**src/core/scr_pkg.sv**
```systemverilog
// Purpose: Shared constants of the serial configuration and readout block.
// Assumes: Core clock of 100 MHz; serial pins sampled by that clock.
// Notes:   Configuration field positions and reset values, modes and counts live here.

package scr_pkg;

   // ------------------------------------------------------------------
   // Configuration byte layout
   // ------------------------------------------------------------------
   localparam int         CFG_W          = 8;
   localparam int         MODE_HI        = 7;
   localparam int         MODE_LO        = 6;
   localparam int         REF_HI         = 5;
   localparam int         REF_LO         = 4;
   localparam int         PDN_BIT        = 3;
   localparam logic [7:0] CFG_RESET      = 8'h00;
   localparam logic [7:0] CFG_RSVD_MASK  = 8'hF8;
   localparam logic [7:0] CFG_SHUTDOWN   = 8'h08;
   localparam logic [3:0] CFG_BITS       = 4'h8;

   // ------------------------------------------------------------------
   // Output interface modes
   // ------------------------------------------------------------------
   localparam logic [1:0] MODE_SEL_NOBUSY = 2'h0;
   localparam logic [1:0] MODE_SEL_BUSY   = 2'h1;
   localparam logic [1:0] MODE_DC_NOBUSY  = 2'h2;
   localparam logic [1:0] MODE_DC_BUSY    = 2'h3;

   // ------------------------------------------------------------------
   // Result and timing
   // ------------------------------------------------------------------
   localparam int         RES_W          = 16;
   localparam logic [4:0] RD_BITS        = 5'h10;
   localparam int         FIFO_DEPTH     = 16;
   localparam int         SCLK_MAX_MHZ   = 50;
   localparam int         CLK_MHZ        = 100;
   localparam int         CONV_TIME_NS   = 2000;
   localparam int         CONV_CNT_W     = 8;
   localparam logic [7:0] CONV_CYCLES    = 8'((CONV_TIME_NS * CLK_MHZ + 999) / 1000);
   localparam logic [7:0] CONV_LAST      = CONV_CYCLES - 8'h01;

   typedef enum logic {
      ST_ACQ,
      ST_CONV
   } scr_state_t;

endpackage

```
**src/core/scr_adc_serial_config_readout.sv**
```systemverilog
// Purpose: Serial configuration load, conversion control and result readout.
// Assumes: Serial pins are asynchronous and are oversampled by sys_clk_i.
// Notes:   Output enable of the data pin is active low.
//
// What the document requires
// Results leave as offset binary, midscale 8000.
// Configuration bits sampled on falling serial clock.
// Select falling with clock high starts configuration.
// Select mode loads next eight bits, rise finishes.
// Host idles data input high outside loads.
// Bits 7:6 choose the output interface mode.
// Bits 5:4 choose reference power mode.
// Bit 3 chooses normal or static shutdown.
// Daisy chain treats configuration as shift register.
// Host gives eight edges per chained device.
// New configuration applies from next conversion.
// Power-down shuts down and restores defaults.
// Host waits conversion time without busy indicator.
// Host confines activity to early conversion.
// Host keeps pins quiet around select rise.
// Output bit holds across both clock edges.
// Host idles serial clock low.
// Unread result bits are sent out first.
// Select rise starts conversion, output goes undriven.
// Conversion always runs to its full length.
// Select held low gives MSB at completion.
// Select low shows MSB, falls shift next.
// Output undriven after sixteenth fall or select rise.
// Busy mode drives output low at completion.
// Reserved configuration bits are ignored, kept zero.

`timescale 1ns/1ps

module scr_adc_serial_config_readout (
   input  wire logic        sys_clk_i,
   input  wire logic        rstn_i,
   input  wire logic        convert_start_select_i,
   input  wire logic        sclk_i,
   input  wire logic        din_i,
   output logic             dout_o,
   output logic             dout_oe_n_o,
   input  wire logic [15:0] sample_data_i,
   input  wire logic        sample_valid_i,
   output logic             sample_ready_o,
   output logic             converting_o,
   output logic [1:0]       out_mode_o,
   output logic [1:0]       ref_mode_o,
   output logic             power_down_bit_o
);

   // ------------------------------------------------------------------
   // Pin synchronisers and edge detection
   // ------------------------------------------------------------------
   logic cnv_s1_reg;
   logic cnv_s2_reg;
   logic cnv_d_reg;
   logic sclk_s1_reg;
   logic sclk_s2_reg;
   logic sclk_d_reg;
   logic din_s1_reg;
   logic din_s2_reg;
   logic cnv_rise;
   logic cnv_fall;
   logic sclk_fall;

   always_ff @(posedge sys_clk_i) begin
      if (!rstn_i) begin
         cnv_s1_reg  <= 1'b1;
         cnv_s2_reg  <= 1'b1;
         cnv_d_reg   <= 1'b1;
         sclk_s1_reg <= 1'b0;
         sclk_s2_reg <= 1'b0;
         sclk_d_reg  <= 1'b0;
         din_s1_reg  <= 1'b1;
         din_s2_reg  <= 1'b1;
      end else begin
         cnv_s1_reg  <= convert_start_select_i;
         cnv_s2_reg  <= cnv_s1_reg;
         cnv_d_reg   <= cnv_s2_reg;
         sclk_s1_reg <= sclk_i;
         sclk_s2_reg <= sclk_s1_reg;
         sclk_d_reg  <= sclk_s2_reg;
         din_s1_reg  <= din_i;
         din_s2_reg  <= din_s1_reg;
      end
   end

   assign cnv_rise  = cnv_s2_reg && !cnv_d_reg;
   assign cnv_fall  = !cnv_s2_reg && cnv_d_reg;
   assign sclk_fall = !sclk_s2_reg && sclk_d_reg;

   // ------------------------------------------------------------------
   // Result FIFO
   // ------------------------------------------------------------------
   logic        fifo_valid;
   logic [15:0] fifo_data;
   logic        conv_done;

   scr_fifo #(
      .W     (scr_pkg::RES_W),
      .DEPTH (scr_pkg::FIFO_DEPTH)
   ) u_fifo (
      .sys_clk_i   (sys_clk_i),
      .rstn_i      (rstn_i),
      .in_valid_i  (sample_valid_i),
      .in_data_i   (sample_data_i),
      .in_ready_o  (sample_ready_o),
      .out_valid_o (fifo_valid),
      .out_data_o  (fifo_data),
      .out_ready_i (conv_done)
   );

   // ------------------------------------------------------------------
   // Configuration shift path
   // ------------------------------------------------------------------
   logic [7:0] cfg_shift_reg;
   logic [3:0] cfg_cnt_reg;
   logic       cfg_active_reg;
   logic [7:0] active_cfg_reg;
   logic [7:0] pending_cfg_reg;
   logic       pending_valid_reg;
   logic       daisy;
   logic       busy_mode;
   logic       pdn;
   logic       cfg_commit;
   logic       cfg_take_bit;
   logic       conv_start;

   assign daisy        = active_cfg_reg[scr_pkg::MODE_HI];
   assign busy_mode    = active_cfg_reg[scr_pkg::MODE_LO];
   assign pdn          = active_cfg_reg[scr_pkg::PDN_BIT];
   assign cfg_commit   = cfg_active_reg && cnv_rise && (cfg_cnt_reg == scr_pkg::CFG_BITS);
   assign cfg_take_bit = cfg_active_reg && sclk_fall && (daisy || cfg_cnt_reg != scr_pkg::CFG_BITS);

   always_ff @(posedge sys_clk_i) begin
      if (!rstn_i) begin
         cfg_active_reg <= 1'b0;
      end else if (cnv_fall && sclk_s2_reg) begin
         cfg_active_reg <= 1'b1;
      end else if (cnv_rise) begin
         cfg_active_reg <= 1'b0;
      end
   end

   // Daisy mode keeps shifting so that older bits flow on to the next device.
   always_ff @(posedge sys_clk_i) begin
      if (!rstn_i) begin
         cfg_shift_reg <= scr_pkg::CFG_RESET;
         cfg_cnt_reg   <= '0;
      end else if (cnv_fall && sclk_s2_reg) begin
         cfg_cnt_reg   <= '0;
      end else if (cfg_take_bit) begin
         cfg_shift_reg <= {cfg_shift_reg[6:0], din_s2_reg};
         if (cfg_cnt_reg != scr_pkg::CFG_BITS) begin
            cfg_cnt_reg <= cfg_cnt_reg + 4'h1;
         end
      end
   end

   // A power-down byte acts at once; leaving shutdown also acts at once,
   // since no conversion can run to pick the byte up.
   always_ff @(posedge sys_clk_i) begin
      if (!rstn_i) begin
         active_cfg_reg    <= scr_pkg::CFG_RESET;
         pending_cfg_reg   <= scr_pkg::CFG_RESET;
         pending_valid_reg <= 1'b0;
      end else if (cfg_commit) begin
         if (cfg_shift_reg[scr_pkg::PDN_BIT]) begin
            active_cfg_reg    <= scr_pkg::CFG_SHUTDOWN;
            pending_valid_reg <= 1'b0;
         end else if (pdn) begin
            active_cfg_reg    <= cfg_shift_reg & scr_pkg::CFG_RSVD_MASK;
            pending_valid_reg <= 1'b0;
         end else begin
            pending_cfg_reg   <= cfg_shift_reg & scr_pkg::CFG_RSVD_MASK;
            pending_valid_reg <= 1'b1;
         end
      end else if (conv_start && pending_valid_reg) begin
         active_cfg_reg    <= pending_cfg_reg;
         pending_valid_reg <= 1'b0;
      end
   end

   always_ff @(posedge sys_clk_i) begin
      if (!rstn_i) begin
         out_mode_o       <= scr_pkg::MODE_SEL_NOBUSY;
         ref_mode_o       <= 2'h0;
         power_down_bit_o <= 1'b0;
      end else begin
         out_mode_o       <= active_cfg_reg[scr_pkg::MODE_HI:scr_pkg::MODE_LO];
         ref_mode_o       <= active_cfg_reg[scr_pkg::REF_HI:scr_pkg::REF_LO];
         power_down_bit_o <= pdn;
      end
   end

   // ------------------------------------------------------------------
   // Conversion control
   // ------------------------------------------------------------------
   scr_pkg::scr_state_t state_reg;
   logic [7:0]          conv_cnt_reg;

   assign conv_start = (state_reg == scr_pkg::ST_ACQ) && cnv_rise && !cfg_active_reg && !pdn;
   assign conv_done  = (state_reg == scr_pkg::ST_CONV) && (conv_cnt_reg == scr_pkg::CONV_LAST)
                       && fifo_valid;

   always_ff @(posedge sys_clk_i) begin
      if (!rstn_i) begin
         state_reg    <= scr_pkg::ST_ACQ;
         conv_cnt_reg <= '0;
         converting_o <= 1'b0;
      end else begin
         case (state_reg)
            scr_pkg::ST_ACQ: begin
               if (conv_start) begin
                  state_reg    <= scr_pkg::ST_CONV;
                  conv_cnt_reg <= '0;
                  converting_o <= 1'b1;
               end
            end
            scr_pkg::ST_CONV: begin
               if (conv_done) begin
                  state_reg    <= scr_pkg::ST_ACQ;
                  converting_o <= 1'b0;
               end else if (conv_cnt_reg != scr_pkg::CONV_LAST) begin
                  conv_cnt_reg <= conv_cnt_reg + 8'h01;
               end
            end
            default: begin
               state_reg    <= scr_pkg::ST_ACQ;
               converting_o <= 1'b0;
            end
         endcase
      end
   end

   // ------------------------------------------------------------------
   // Readout shift register
   // ------------------------------------------------------------------
   logic [15:0] rd_shift_reg;
   logic [4:0]  rd_left_reg;
   logic        busy_lead_reg;
   logic        rd_driving;
   logic        rd_shift_now;

   assign rd_driving   = !dout_oe_n_o && !cfg_active_reg;
   assign rd_shift_now = rd_driving && sclk_fall && (state_reg == scr_pkg::ST_ACQ);

   // A new result is only accepted once the previous one has been fully read.
   always_ff @(posedge sys_clk_i) begin
      if (!rstn_i || pdn) begin
         rd_shift_reg  <= '0;
         rd_left_reg   <= '0;
         busy_lead_reg <= 1'b0;
      end else if (conv_done) begin
         if (rd_left_reg == '0) begin
            rd_shift_reg  <= {~fifo_data[15], fifo_data[14:0]};
            rd_left_reg   <= scr_pkg::RD_BITS;
            busy_lead_reg <= busy_mode;
         end
      end else if (rd_shift_now) begin
         if (busy_lead_reg) begin
            busy_lead_reg <= 1'b0;
         end else begin
            rd_shift_reg <= {rd_shift_reg[14:0], 1'b0};
            rd_left_reg  <= rd_left_reg - 5'h01;
         end
      end
   end

   // ------------------------------------------------------------------
   // Data pin drive
   // ------------------------------------------------------------------
   // The pin only changes after a falling clock edge, so a bit is stable
   // across the rising edge that follows and the falling edge that ends it.
   always_ff @(posedge sys_clk_i) begin
      if (!rstn_i) begin
         dout_o      <= 1'b0;
         dout_oe_n_o <= 1'b1;
      end else if (cnv_rise) begin
         dout_oe_n_o <= 1'b1;
      end else if (cfg_active_reg && daisy) begin
         dout_o      <= cfg_shift_reg[7];
         dout_oe_n_o <= 1'b0;
      end else if (state_reg == scr_pkg::ST_ACQ && !cnv_s2_reg && !cfg_active_reg
                   && rd_left_reg != '0) begin
         dout_o      <= busy_lead_reg ? 1'b0 : rd_shift_reg[15];
         dout_oe_n_o <= 1'b0;
      end else begin
         dout_oe_n_o <= 1'b1;
      end
   end

   // ------------------------------------------------------------------
   // Checks
   // ------------------------------------------------------------------
   a_offset_binary: assert property (@(posedge sys_clk_i) disable iff (!rstn_i)
      (conv_done && rd_left_reg == '0 && !pdn) |=>
         (rd_shift_reg == {~$past(fifo_data[15]), $past(fifo_data[14:0])}))
      else $error("result not in offset binary");

   a_cfg_entry: assert property (@(posedge sys_clk_i) disable iff (!rstn_i)
      (cnv_fall && sclk_s2_reg) |=> cfg_active_reg)
      else $error("configuration write not entered");

   a_din_sample: assert property (@(posedge sys_clk_i) disable iff (!rstn_i)
      (cfg_take_bit && !cnv_fall) |=> (cfg_shift_reg[0] == $past(din_s2_reg)))
      else $error("data input not sampled on falling clock");

   a_cfg_count: assert property (@(posedge sys_clk_i) disable iff (!rstn_i)
      (cfg_active_reg && !daisy && cfg_cnt_reg == scr_pkg::CFG_BITS && sclk_fall && !cnv_fall)
         |=> $stable(cfg_shift_reg))
      else $error("select mode took more than eight bits");

   a_rsvd_zero: assert property (@(posedge sys_clk_i) disable iff (!rstn_i)
      $rose(pending_valid_reg) |-> (pending_cfg_reg[2:0] == 3'h0 && active_cfg_reg[2:0] == 3'h0))
      else $error("reserved bits stored");

   a_start_hiz: assert property (@(posedge sys_clk_i) disable iff (!rstn_i)
      conv_start |=> (dout_oe_n_o && converting_o && state_reg == scr_pkg::ST_CONV))
      else $error("conversion start did not release output");

   a_conv_length: assert property (@(posedge sys_clk_i) disable iff (!rstn_i)
      $fell(converting_o) |-> ($past(conv_cnt_reg) == scr_pkg::CONV_LAST))
      else $error("conversion ended early");

   a_stop_after_16: assert property (@(posedge sys_clk_i) disable iff (!rstn_i)
      (rd_shift_now && !busy_lead_reg && rd_left_reg == 5'h01 && !conv_done) |-> ##2 dout_oe_n_o)
      else $error("output still driven after last bit");

   a_busy_low: assert property (@(posedge sys_clk_i) disable iff (!rstn_i)
      (conv_done && busy_mode && !daisy && !pdn && rd_left_reg == '0 && !cnv_s2_reg
         && !cfg_active_reg) ##1 (!cnv_rise && !cnv_s2_reg) |-> ##1 (!dout_oe_n_o && !dout_o))
      else $error("busy indicator not driven low");

   a_pend_apply: assert property (@(posedge sys_clk_i) disable iff (!rstn_i)
      (conv_start && pending_valid_reg) |=> (active_cfg_reg == $past(pending_cfg_reg)))
      else $error("pending configuration not applied at conversion start");

   a_pdn_default: assert property (@(posedge sys_clk_i) disable iff (!rstn_i)
      (cfg_commit && cfg_shift_reg[scr_pkg::PDN_BIT]) |=> ##1
         (active_cfg_reg == scr_pkg::CFG_SHUTDOWN && rd_left_reg == '0 && !pending_valid_reg))
      else $error("shutdown did not restore defaults");

endmodule

```
**src/core/scr_fifo.sv**
```systemverilog
// Purpose: Result FIFO between the converter core and the serial readout.
// Assumes: Single clock, synchronous active-low reset.
// Notes:   Ready and valid are registered; ready falls when full.

`timescale 1ns/1ps

module scr_fifo #(
   parameter int W     = 16,
   parameter int DEPTH = 16
) (
   input  wire logic         sys_clk_i,
   input  wire logic         rstn_i,
   input  wire logic         in_valid_i,
   input  wire logic [W-1:0] in_data_i,
   output logic              in_ready_o,
   output logic              out_valid_o,
   output logic [W-1:0]      out_data_o,
   input  wire logic         out_ready_i
);

   localparam int AW = $clog2(DEPTH);
   localparam int CW = $clog2(DEPTH + 1);

   logic [W-1:0]  mem [DEPTH];
   logic [AW-1:0] wr_ptr_reg;
   logic [AW-1:0] rd_ptr_reg;
   logic [CW-1:0] count_reg;
   logic [CW-1:0] count_next;
   logic          push;
   logic          pop;

   assign push        = in_valid_i && in_ready_o;
   assign pop         = out_ready_i && out_valid_o;
   assign out_data_o  = mem[rd_ptr_reg];

   always_comb begin
      count_next = count_reg;
      if (push && !pop) begin
         count_next = count_reg + CW'(1);
      end else if (pop && !push) begin
         count_next = count_reg - CW'(1);
      end
   end

   always_ff @(posedge sys_clk_i) begin
      if (push) begin
         mem[wr_ptr_reg] <= in_data_i;
      end
   end

   always_ff @(posedge sys_clk_i) begin
      if (!rstn_i) begin
         wr_ptr_reg  <= '0;
         rd_ptr_reg  <= '0;
         count_reg   <= '0;
         in_ready_o  <= 1'b0;
         out_valid_o <= 1'b0;
      end else begin
         if (push) begin
            wr_ptr_reg <= (wr_ptr_reg == AW'(DEPTH - 1)) ? '0 : wr_ptr_reg + AW'(1);
         end
         if (pop) begin
            rd_ptr_reg <= (rd_ptr_reg == AW'(DEPTH - 1)) ? '0 : rd_ptr_reg + AW'(1);
         end
         count_reg   <= count_next;
         in_ready_o  <= (count_next != CW'(DEPTH));
         out_valid_o <= (count_next != '0);
      end
   end

endmodule

```
**config.mk**
```make
export PLATFORM = sky130hd
export DESIGN_NAME = scr_adc_serial_config_readout
export DESIGN_NICKNAME = d
export VERILOG_FILES = /design/src/core/scr_pkg.sv /design/src/core/scr_adc_serial_config_readout.sv /design/src/core/scr_fifo.sv
export SDC_FILE = /design/constraint.sdc
export NUM_CORES = 1
export LEC_CHECK = 0
export BUFFER_PORTS_ARGS = -buffer_cell sky130_fd_sc_hd__buf_4
export CORE_UTILIZATION = 50
export DETAILED_ROUTE_END_ITERATION = 7
export PLACE_DENSITY = 0.66
export SLEW_MARGIN = 20
export SYNTH_ARGS = -nofsm -noshare
export SYNTH_HDL_FRONTEND = slang
export SYNTH_SLANG_ARGS = --single-unit
```
**constraint.sdc**
```tcl
create_clock -name sys_clk_i -period 4.1 [get_ports sys_clk_i]
set_clock_uncertainty 0.2 [all_clocks]
set_input_delay 0.82 -clock sys_clk_i [delete_from_list [all_inputs] [get_ports sys_clk_i]]
set_output_delay 0.82 -clock sys_clk_i [all_outputs]
set_load 0.02 [all_outputs]
```
==> results.md, run 1 <==
* H-tree levels at 2
* CTS tree: yes
* Core ar. at 0.02688 mm²
* Port bufs at 30
* Vias in the first global route at 7526
* Grt total ovfl at 0
* Unique masters post-synth at 56
* RR Endpoint: rd_shift_reg[10]$_SDFFE_PP0P_
* First-pass GRT wire length at 45.47 mm
* Max reg flops at 256
* Status: finished clean
* Reg2reg path depth at 5
* Ant diodes at 0
* DRT antenna net count at 0
* Worst slew pin tran at 0.9819 ns
* Max FO, Critical Path at 46
* Drt wl/cell at 22.95 µm
* Slew Limit Headroom at 34.47%
* Worst Slack Setup Final at 1.259 ns
* Lkg Pwr at 4.948 nW
* Num Clock Sinks at 345
* Synthesized cell area at 0.01365 mm²
* CTS resizes at 0
* Die Wd at 167.2 µm
* NumNets Final at 953
* Critical Path RT at 4.29 ns
* Worst setup path category: reg -> reg
* Largest net degree at the start of global routing at 47
* Initial DRC count at 952
* Register area share after synthesis at 69.38%
* Post-DP HPWL at 19.32 mm
* Num CTS Buffers at 37
* Most frequent cells in the layout: edfxtp_1 (256), dfxtp_1 (87), mux2i_1 (78)
* Commonest non-fill, non-tap cell in the layout: edfxtp_1
* Top_reg_cell synth: edfxtp_1
* RSZ-0062 raised after global routing: false
* Min Tclk post-route at 2.841 ns
* Hold path start: cnv_s1_reg$_SDFF_PN1_
* Initial cell density of the core at 50.78%
* Startpoint types: flop
* Fmax at 0.3520 GHz
* Clk Latency, worst-skew pair at 0.52 ns
* Gpl congestion at 0.8684
* Delay-heaviest family, CP: flip-flops
* Largest stage delay on the critical path at 0.66 ns
* Worst Hold Class: reg -> reg
* DP Worst Slack at 1.257 ns
* # hold bufs at CTS at 0
* Synth Net Count at 908
* CP max-delay cell: dfxtp_4
* WP buf/inv at 2
* Crit path cell chain: buf_12 -> buf_4 -> mux4_2 -> a221oi_1 -> o211ai_1
* R2R Setup Slk at 1.26 ns
* Die H at 167.2 µm
* Final slew viol count at 0
* Number of cell rows at 60
* Via density at 5.959
* Syn Inst Count at 874
* Setup repair bufs after CTS at 0
* Max IR drop VDD at 0.3412 mV
* CTS root buf: clkbuf_16
* I/O Pins at 31
* Detailed Routing Iterations Pass 1 at 5
* Overall Global Routing Usage at 21.67%
* # setup viols final at 0
* Worst Hold Path EP: cnv_s2_reg$_SDFF_PN1_
* Hold Vio Cnt, Final at 0
* Synthesized area per cell at 15.62 µm²
* Via count at 7675
* Worst-path clk slew at 0.06 ns
* Arrival @ worst endpoint at 3.03 ns
* Share of cells above drive strength 1 at 19.01%
* Fin crit share at 69.29%
* Max Root-Sink Buffers at 3
* Synth warnings at 0
* Routed WL at 29.57 mm
* Pwr dens at 472.1 mW/mm²
* Die ar. at 0.02796 mm²
* Worst hold stages at 1
* Post-synth EDFFs at 256
* Antenna violations before repair at 0
* Hold Slack at 0.2100 ns
* Synthesis-to-layout area growth at 14.12%
* Synthesized flop and latch total at 345
* Overall power at 7.354 mW
* Setup TNS at 0 ns
* Crit end category: flop
* Fin util at 57.95%
* FFs w/ async S/R, synth at 0%
* Post-route DRC at 0
* Max-cap violations at 0
-- kinds of logic after synthesis --
family	after synthesis	share of synthesized area [%]
xor gates and xnor gates	18	1.155
muxes	116	11.74
adders and majority gates	13	1.173
DFF	345	69.38
buffers and inverters	67	2.356
AOI/OAI and AO/OA	125	6.922
and+or+nand+nor	190	7.270
-- synthesized netlist by cell type, drive strengths merged, types with 2 or more instances --
| cell type | count | share of area (%) |
|---|---|---|
| edfxtp | 256 | 56 |
| dfxtp | 89 | 13 |
| mux2i | 78 | 5.7 |
| nor2 | 59 | 1.6 |
| a221oi | 42 | 2.7 |
| mux4 | 35 | 5.8 |
| buf | 28 | 1.3 |
| nand2 | 27 | 0.74 |
| nand4 | 24 | 1.1 |
| clkbuf | 23 | 0.63 |
| nand3 | 21 | 0.81 |
| a21oi | 18 | 0.66 |
| inv | 16 | 0.44 |
| o211ai | 15 | 0.83 |
| o21a | 14 | 0.77 |
| ha | 12 | 1.1 |
| nand2b | 11 | 0.50 |
| and2 | 10 | 0.46 |
| nor3 | 9 | 0.33 |
| o21ai | 9 | 0.33 |
| xnor2 | 9 | 0.58 |
| xor2 | 9 | 0.58 |
| nor2b | 6 | 0.28 |
| nand3b | 5 | 0.28 |
| a211oi | 4 | 0.22 |
| and3 | 4 | 0.18 |
| or3 | 4 | 0.18 |
| a311oi | 3 | 0.19 |
| mux2 | 3 | 0.25 |
| o22ai | 3 | 0.14 |
| a21boi | 2 | 0.11 |
| a41oi | 2 | 0.13 |
| nor4 | 2 | 0.14 |
| o2111ai | 2 | 0.13 |
| o221ai | 2 | 0.13 |
| o22a | 2 | 0.13 |
| or2 | 2 | 0.092 |
-- stage by stage --
step	instance area, µm²	std cells
after global placement	14320	1221
after detailed placement	14320	1221
after CTS	15570	1288
after floorplan	13650	874
final	15570	1288
after global routing	15570	1288
-- worst max path at each step --
stage                               endpoint                          from  cells after the start  slack (ns)
5_1_grt          rd_left_reg[1]$_SDFFE_PP0P_  conv_cnt_reg[0]$_SDFFE_PN0P_                      6        1.08
3_5_place_dp     u_fifo.mem[7][15]$_DFFE_PP_                sample_valid_i                      4        1.26
4_1_cts        rd_shift_reg[10]$_SDFFE_PP0P_                          flop                      5        1.28
6_report       rd_shift_reg[10]$_SDFFE_PP0P_                          flop                      5        1.26
3_3_place_gp   rd_shift_reg[10]$_SDFFE_PP0P_                          flop                      5        1.28
2_1_floorplan     u_fifo.mem[3][0]$_DFFE_PP_                sample_valid_i                      4        0.87
-- per-layer routing --
metal	part of all wire, %	vias up	wire [µm]	global-route usage (%)
li1	-	3520	-	-
met1	43	3832	12630	29.94
met2	47	261	14030	34.55
met3	6.6	62	1964	4.042
met4	3.2	0	945	7.818
met5	0	-	0	0
-- report_power, final --
group          internal, mW  switching (mW)
Combinational        0.0499           0.106
Clock                  2.09            1.33
Sequential             3.77          0.0142
-- area by class of cell --
type                    count  area (µm²)
fillers                  2057       11300
flip-flops and latches    345        9474
multi-input cells         462        3919
clock buffers              48        1030
repair buffers             57       440.4
well taps                 341       426.7
clock inverters            19       225.2
inverters                  16       60.06
Power figures use the tool's default switching activity.
==> run 2, diff against run 1 <==
--- a/config.mk
+++ b/config.mk
@@ -8,7 +8,7 @@
 export BUFFER_PORTS_ARGS = -buffer_cell sky130_fd_sc_hd__buf_4
 export CORE_UTILIZATION = 50
 export DETAILED_ROUTE_END_ITERATION = 7
-export PLACE_DENSITY = 0.66
+export PLACE_DENSITY = 0.69
 export SLEW_MARGIN = 20
 export SYNTH_ARGS = -nofsm -noshare
 export SYNTH_HDL_FRONTEND = slang
==> constraint.sdc (replaced) <==
create_clock -name sys_clk_i -period 2.36 [get_ports sys_clk_i]
set_clock_uncertainty 0.2 [all_clocks]
set_input_delay 0.472 -clock sys_clk_i [delete_from_list [all_inputs] [get_ports sys_clk_i]]
set_output_delay 0.472 -clock sys_clk_i [all_outputs]
set_load 0.02 [all_outputs]
==> run 2 against run 1 <==
Net effect:
- clock-buffer cell count grew 7
- final area increased by 3.1%
- critical endpoint is now rd_shift_reg[4]$_SDFFE_PP0P_
- total power rose by 69%
- via count up 2.5%
- fmax up 28%
- clock power increased by 63%
- die area unchanged
- first-iteration DRC count fell by 28%
- critical path type unchanged
- core utilization up 1.8 points
- non-clock buffer count increased by 46
- largest power group unchanged
- sequential power up 74%
==> results.md, run 2 (synthesized netlist as in run 1, its figures left out) <==
* Status: finished clean
* Critical Path RT at 2.54 ns (-1.75 ns)
* Multi-input logic area at 0.003954 mm² (+0.89%)
* Share of cells above drive strength 1 at 22.55% (+3.5 points)
* Slew Limit Headroom at 62.37% (+28 points)
* Overall power at 12.39 mW (+69%)
* Fmax at 0.4522 GHz (+28%)
* Worst slew pin tran at 0.5645 ns (-0.4174 ns)
* Initial cell density of the core at 50.78% (unchanged)
* H-tree levels at 2 (unchanged)
* Worst setup path category: reg -> reg
* Crit end category: flop
* Worst hold stages at 2 (+1)
* Min Tclk post-route at 2.211 ns (-0.6294 ns)
* Max Root-Sink Buffers at 3 (unchanged)
* Fillers at 1986 (-3.5%)
* R2R Setup Slk at 0.15 ns (-1.11 ns)
* Number of cell rows at 60 (unchanged)
* Routed WL at 28.97 mm (-2.0%)
* Largest net degree at the start of global routing at 38 (-19%)
* Max-cap violations at 0 (unchanged)
* Max FO, Critical Path at 11 (-76%)
* Post-DP HPWL at 17.70 mm (-8.4%)
* Pwr dens at 772.2 mW/mm² (+64%)
* CTS tree: yes
* Die Wd at 167.2 µm (unchanged)
* Max IR drop VDD at 0.6959 mV (+100%)
* Num CTS Buffers at 35 (-5.4%)
* RR Endpoint: rd_shift_reg[4]$_SDFFE_PP0P_
* Gpl congestion at 0.7607 (-12%)
* Overall Global Routing Usage at 21.07% (-0.61 points)
* Num Clock Sinks at 345 (unchanged)
* Detailed Routing Iterations Pass 1 at 5 (unchanged)
* Drt wl/cell at 21.78 µm (-5.1%)
* Final slew viol count at 0 (unchanged)
* I/O Pins at 31 (unchanged)
* # setup viols final at 0 (unchanged)
* Reg2reg path depth at 7 (+2)
* Post-route DRC at 0 (unchanged)
* Arrival @ worst endpoint at 2.39 ns (-0.64 ns)
* Most frequent cells in the layout: edfxtp_1 (256), dfxtp_1 (87), buf_4 (85)
* First-pass GRT wire length at 44.52 mm (-2.1%)
* CTS root buf: clkbuf_16
* Fin crit share at 93.70% (+24 points)
* Vias in the first global route at 7829 (+4.0%)
* Hold Vio Cnt, Final at 0 (unchanged)
* Ant diodes at 0 (unchanged)
* Via count at 7864 (+2.5%)
* NumNets Final at 997 (+4.6%)
* DP Worst Slack at -0.03520 ns (-1.292 ns)
* Die ar. at 0.02796 mm² (unchanged)
* Via density at 5.913 (-0.77%)
* Initial DRC count at 683 (-28%)
* Lkg Pwr at 5.165 nW (+4.4%)
* Setup repair bufs after CTS at 0 (unchanged)
* Antenna violations before repair at 0 (unchanged)
* Setup TNS at 0 ns (unchanged)
* Grt total ovfl at 0 (unchanged)
* Synthesis-to-layout area growth at 17.60%
* Clk Latency, worst-skew pair at 0.52 ns (about the same)
* DRT antenna net count at 0 (unchanged)
* Port bufs at 30 (unchanged)
* CP Capture Point: rd_shift_reg[4]$_SDFFE_PP0P_
* Die H at 167.2 µm (unchanged)
* Register area at 0.009474 mm² (unchanged)
* Worst Slack Setup Final at 0.1486 ns (-1.111 ns)
* Hold Slack at 0.05600 ns (-0.1540 ns)
* Worst-path clk slew at 0.06 ns (about the same)
* Startpoint types: flop
* Worst Hold Class: in -> reg
* RSZ-0062 raised after global routing: false
* Max reg flops at 256 (unchanged)
* Core ar. at 0.02688 mm² (unchanged)
* Commonest non-fill, non-tap cell in the layout: edfxtp_1
-- run 2: critical path: stages, from the launching register on --
cell,delay (ns)
dfxtp_4,0.50
buf_4,0.30
mux2i_1,0.26
a221oi_1,0.11
buf_4,0.16
o21a_1,0.16
a221oi_1,0.26
o211ai_1,0.11
-- run 2: repair_timing --
| action | 4_1_cts | 5_1_grt |
|---|---|---|
| resized for setup | 1 | 6 |
| setup endpoints to repair | 1 | 26 |
| endpoints found under the hold margin | 3 | 0 |
| hold buffers | 3 | 0 |
-- run 2: worst min-delay path by stage --
stage                                  endpoint                   from
global route             dout_oe_n_o$_SDFF_PP1_                 rstn_i
finish                   dout_oe_n_o$_SDFF_PP1_                 rstn_i
CTS                 u_fifo.mem[14][8]$_DFFE_PP_       sample_data_i[8]
floorplan                 cnv_s2_reg$_SDFF_PN1_  cnv_s1_reg$_SDFF_PN1_
global placement          cnv_s2_reg$_SDFF_PN1_  cnv_s1_reg$_SDFF_PN1_
detailed placement        din_s2_reg$_SDFF_PN1_  din_s1_reg$_SDFF_PN1_
-- run 2: final cells by class --
type                       count  area share (%)
clock buffer                  55           6.517
timing repair buffer         103           5.979
multi-input combinational    462           24.63
sequential                   345           59.03
clock inverter                 8          0.8107
inverter                      16          0.3742
tap                          341           2.658
-- run 2: power by group --
part | total [mW] | switching [mW] | internal [mW]
sequential | 6.57 | 0.0244 | 6.55
combinational | 0.262 | 0.167 | 0.0942
clock | 5.56 | 2.18 | 3.38
-- run 2: stage by stage --
stage               instance area (µm²)  util, %  std cells
floorplan                         13680        -        874
global placement                  14810    55.11       1264
detailed placement                14810    55.11       1264
CTS                               16020    59.61       1330
global route                      16050    59.72       1330
finish                            16050    59.72       1330
-- run 2: routing by layer --
layer	track usage [%]	wire, µm	vias to the layer above
li1	-	-	3604
met1	27.88	12180	3930
met2	34.33	13910	268
met3	4.302	1999	62
met4	8.337	879	0
met5	0	0	-
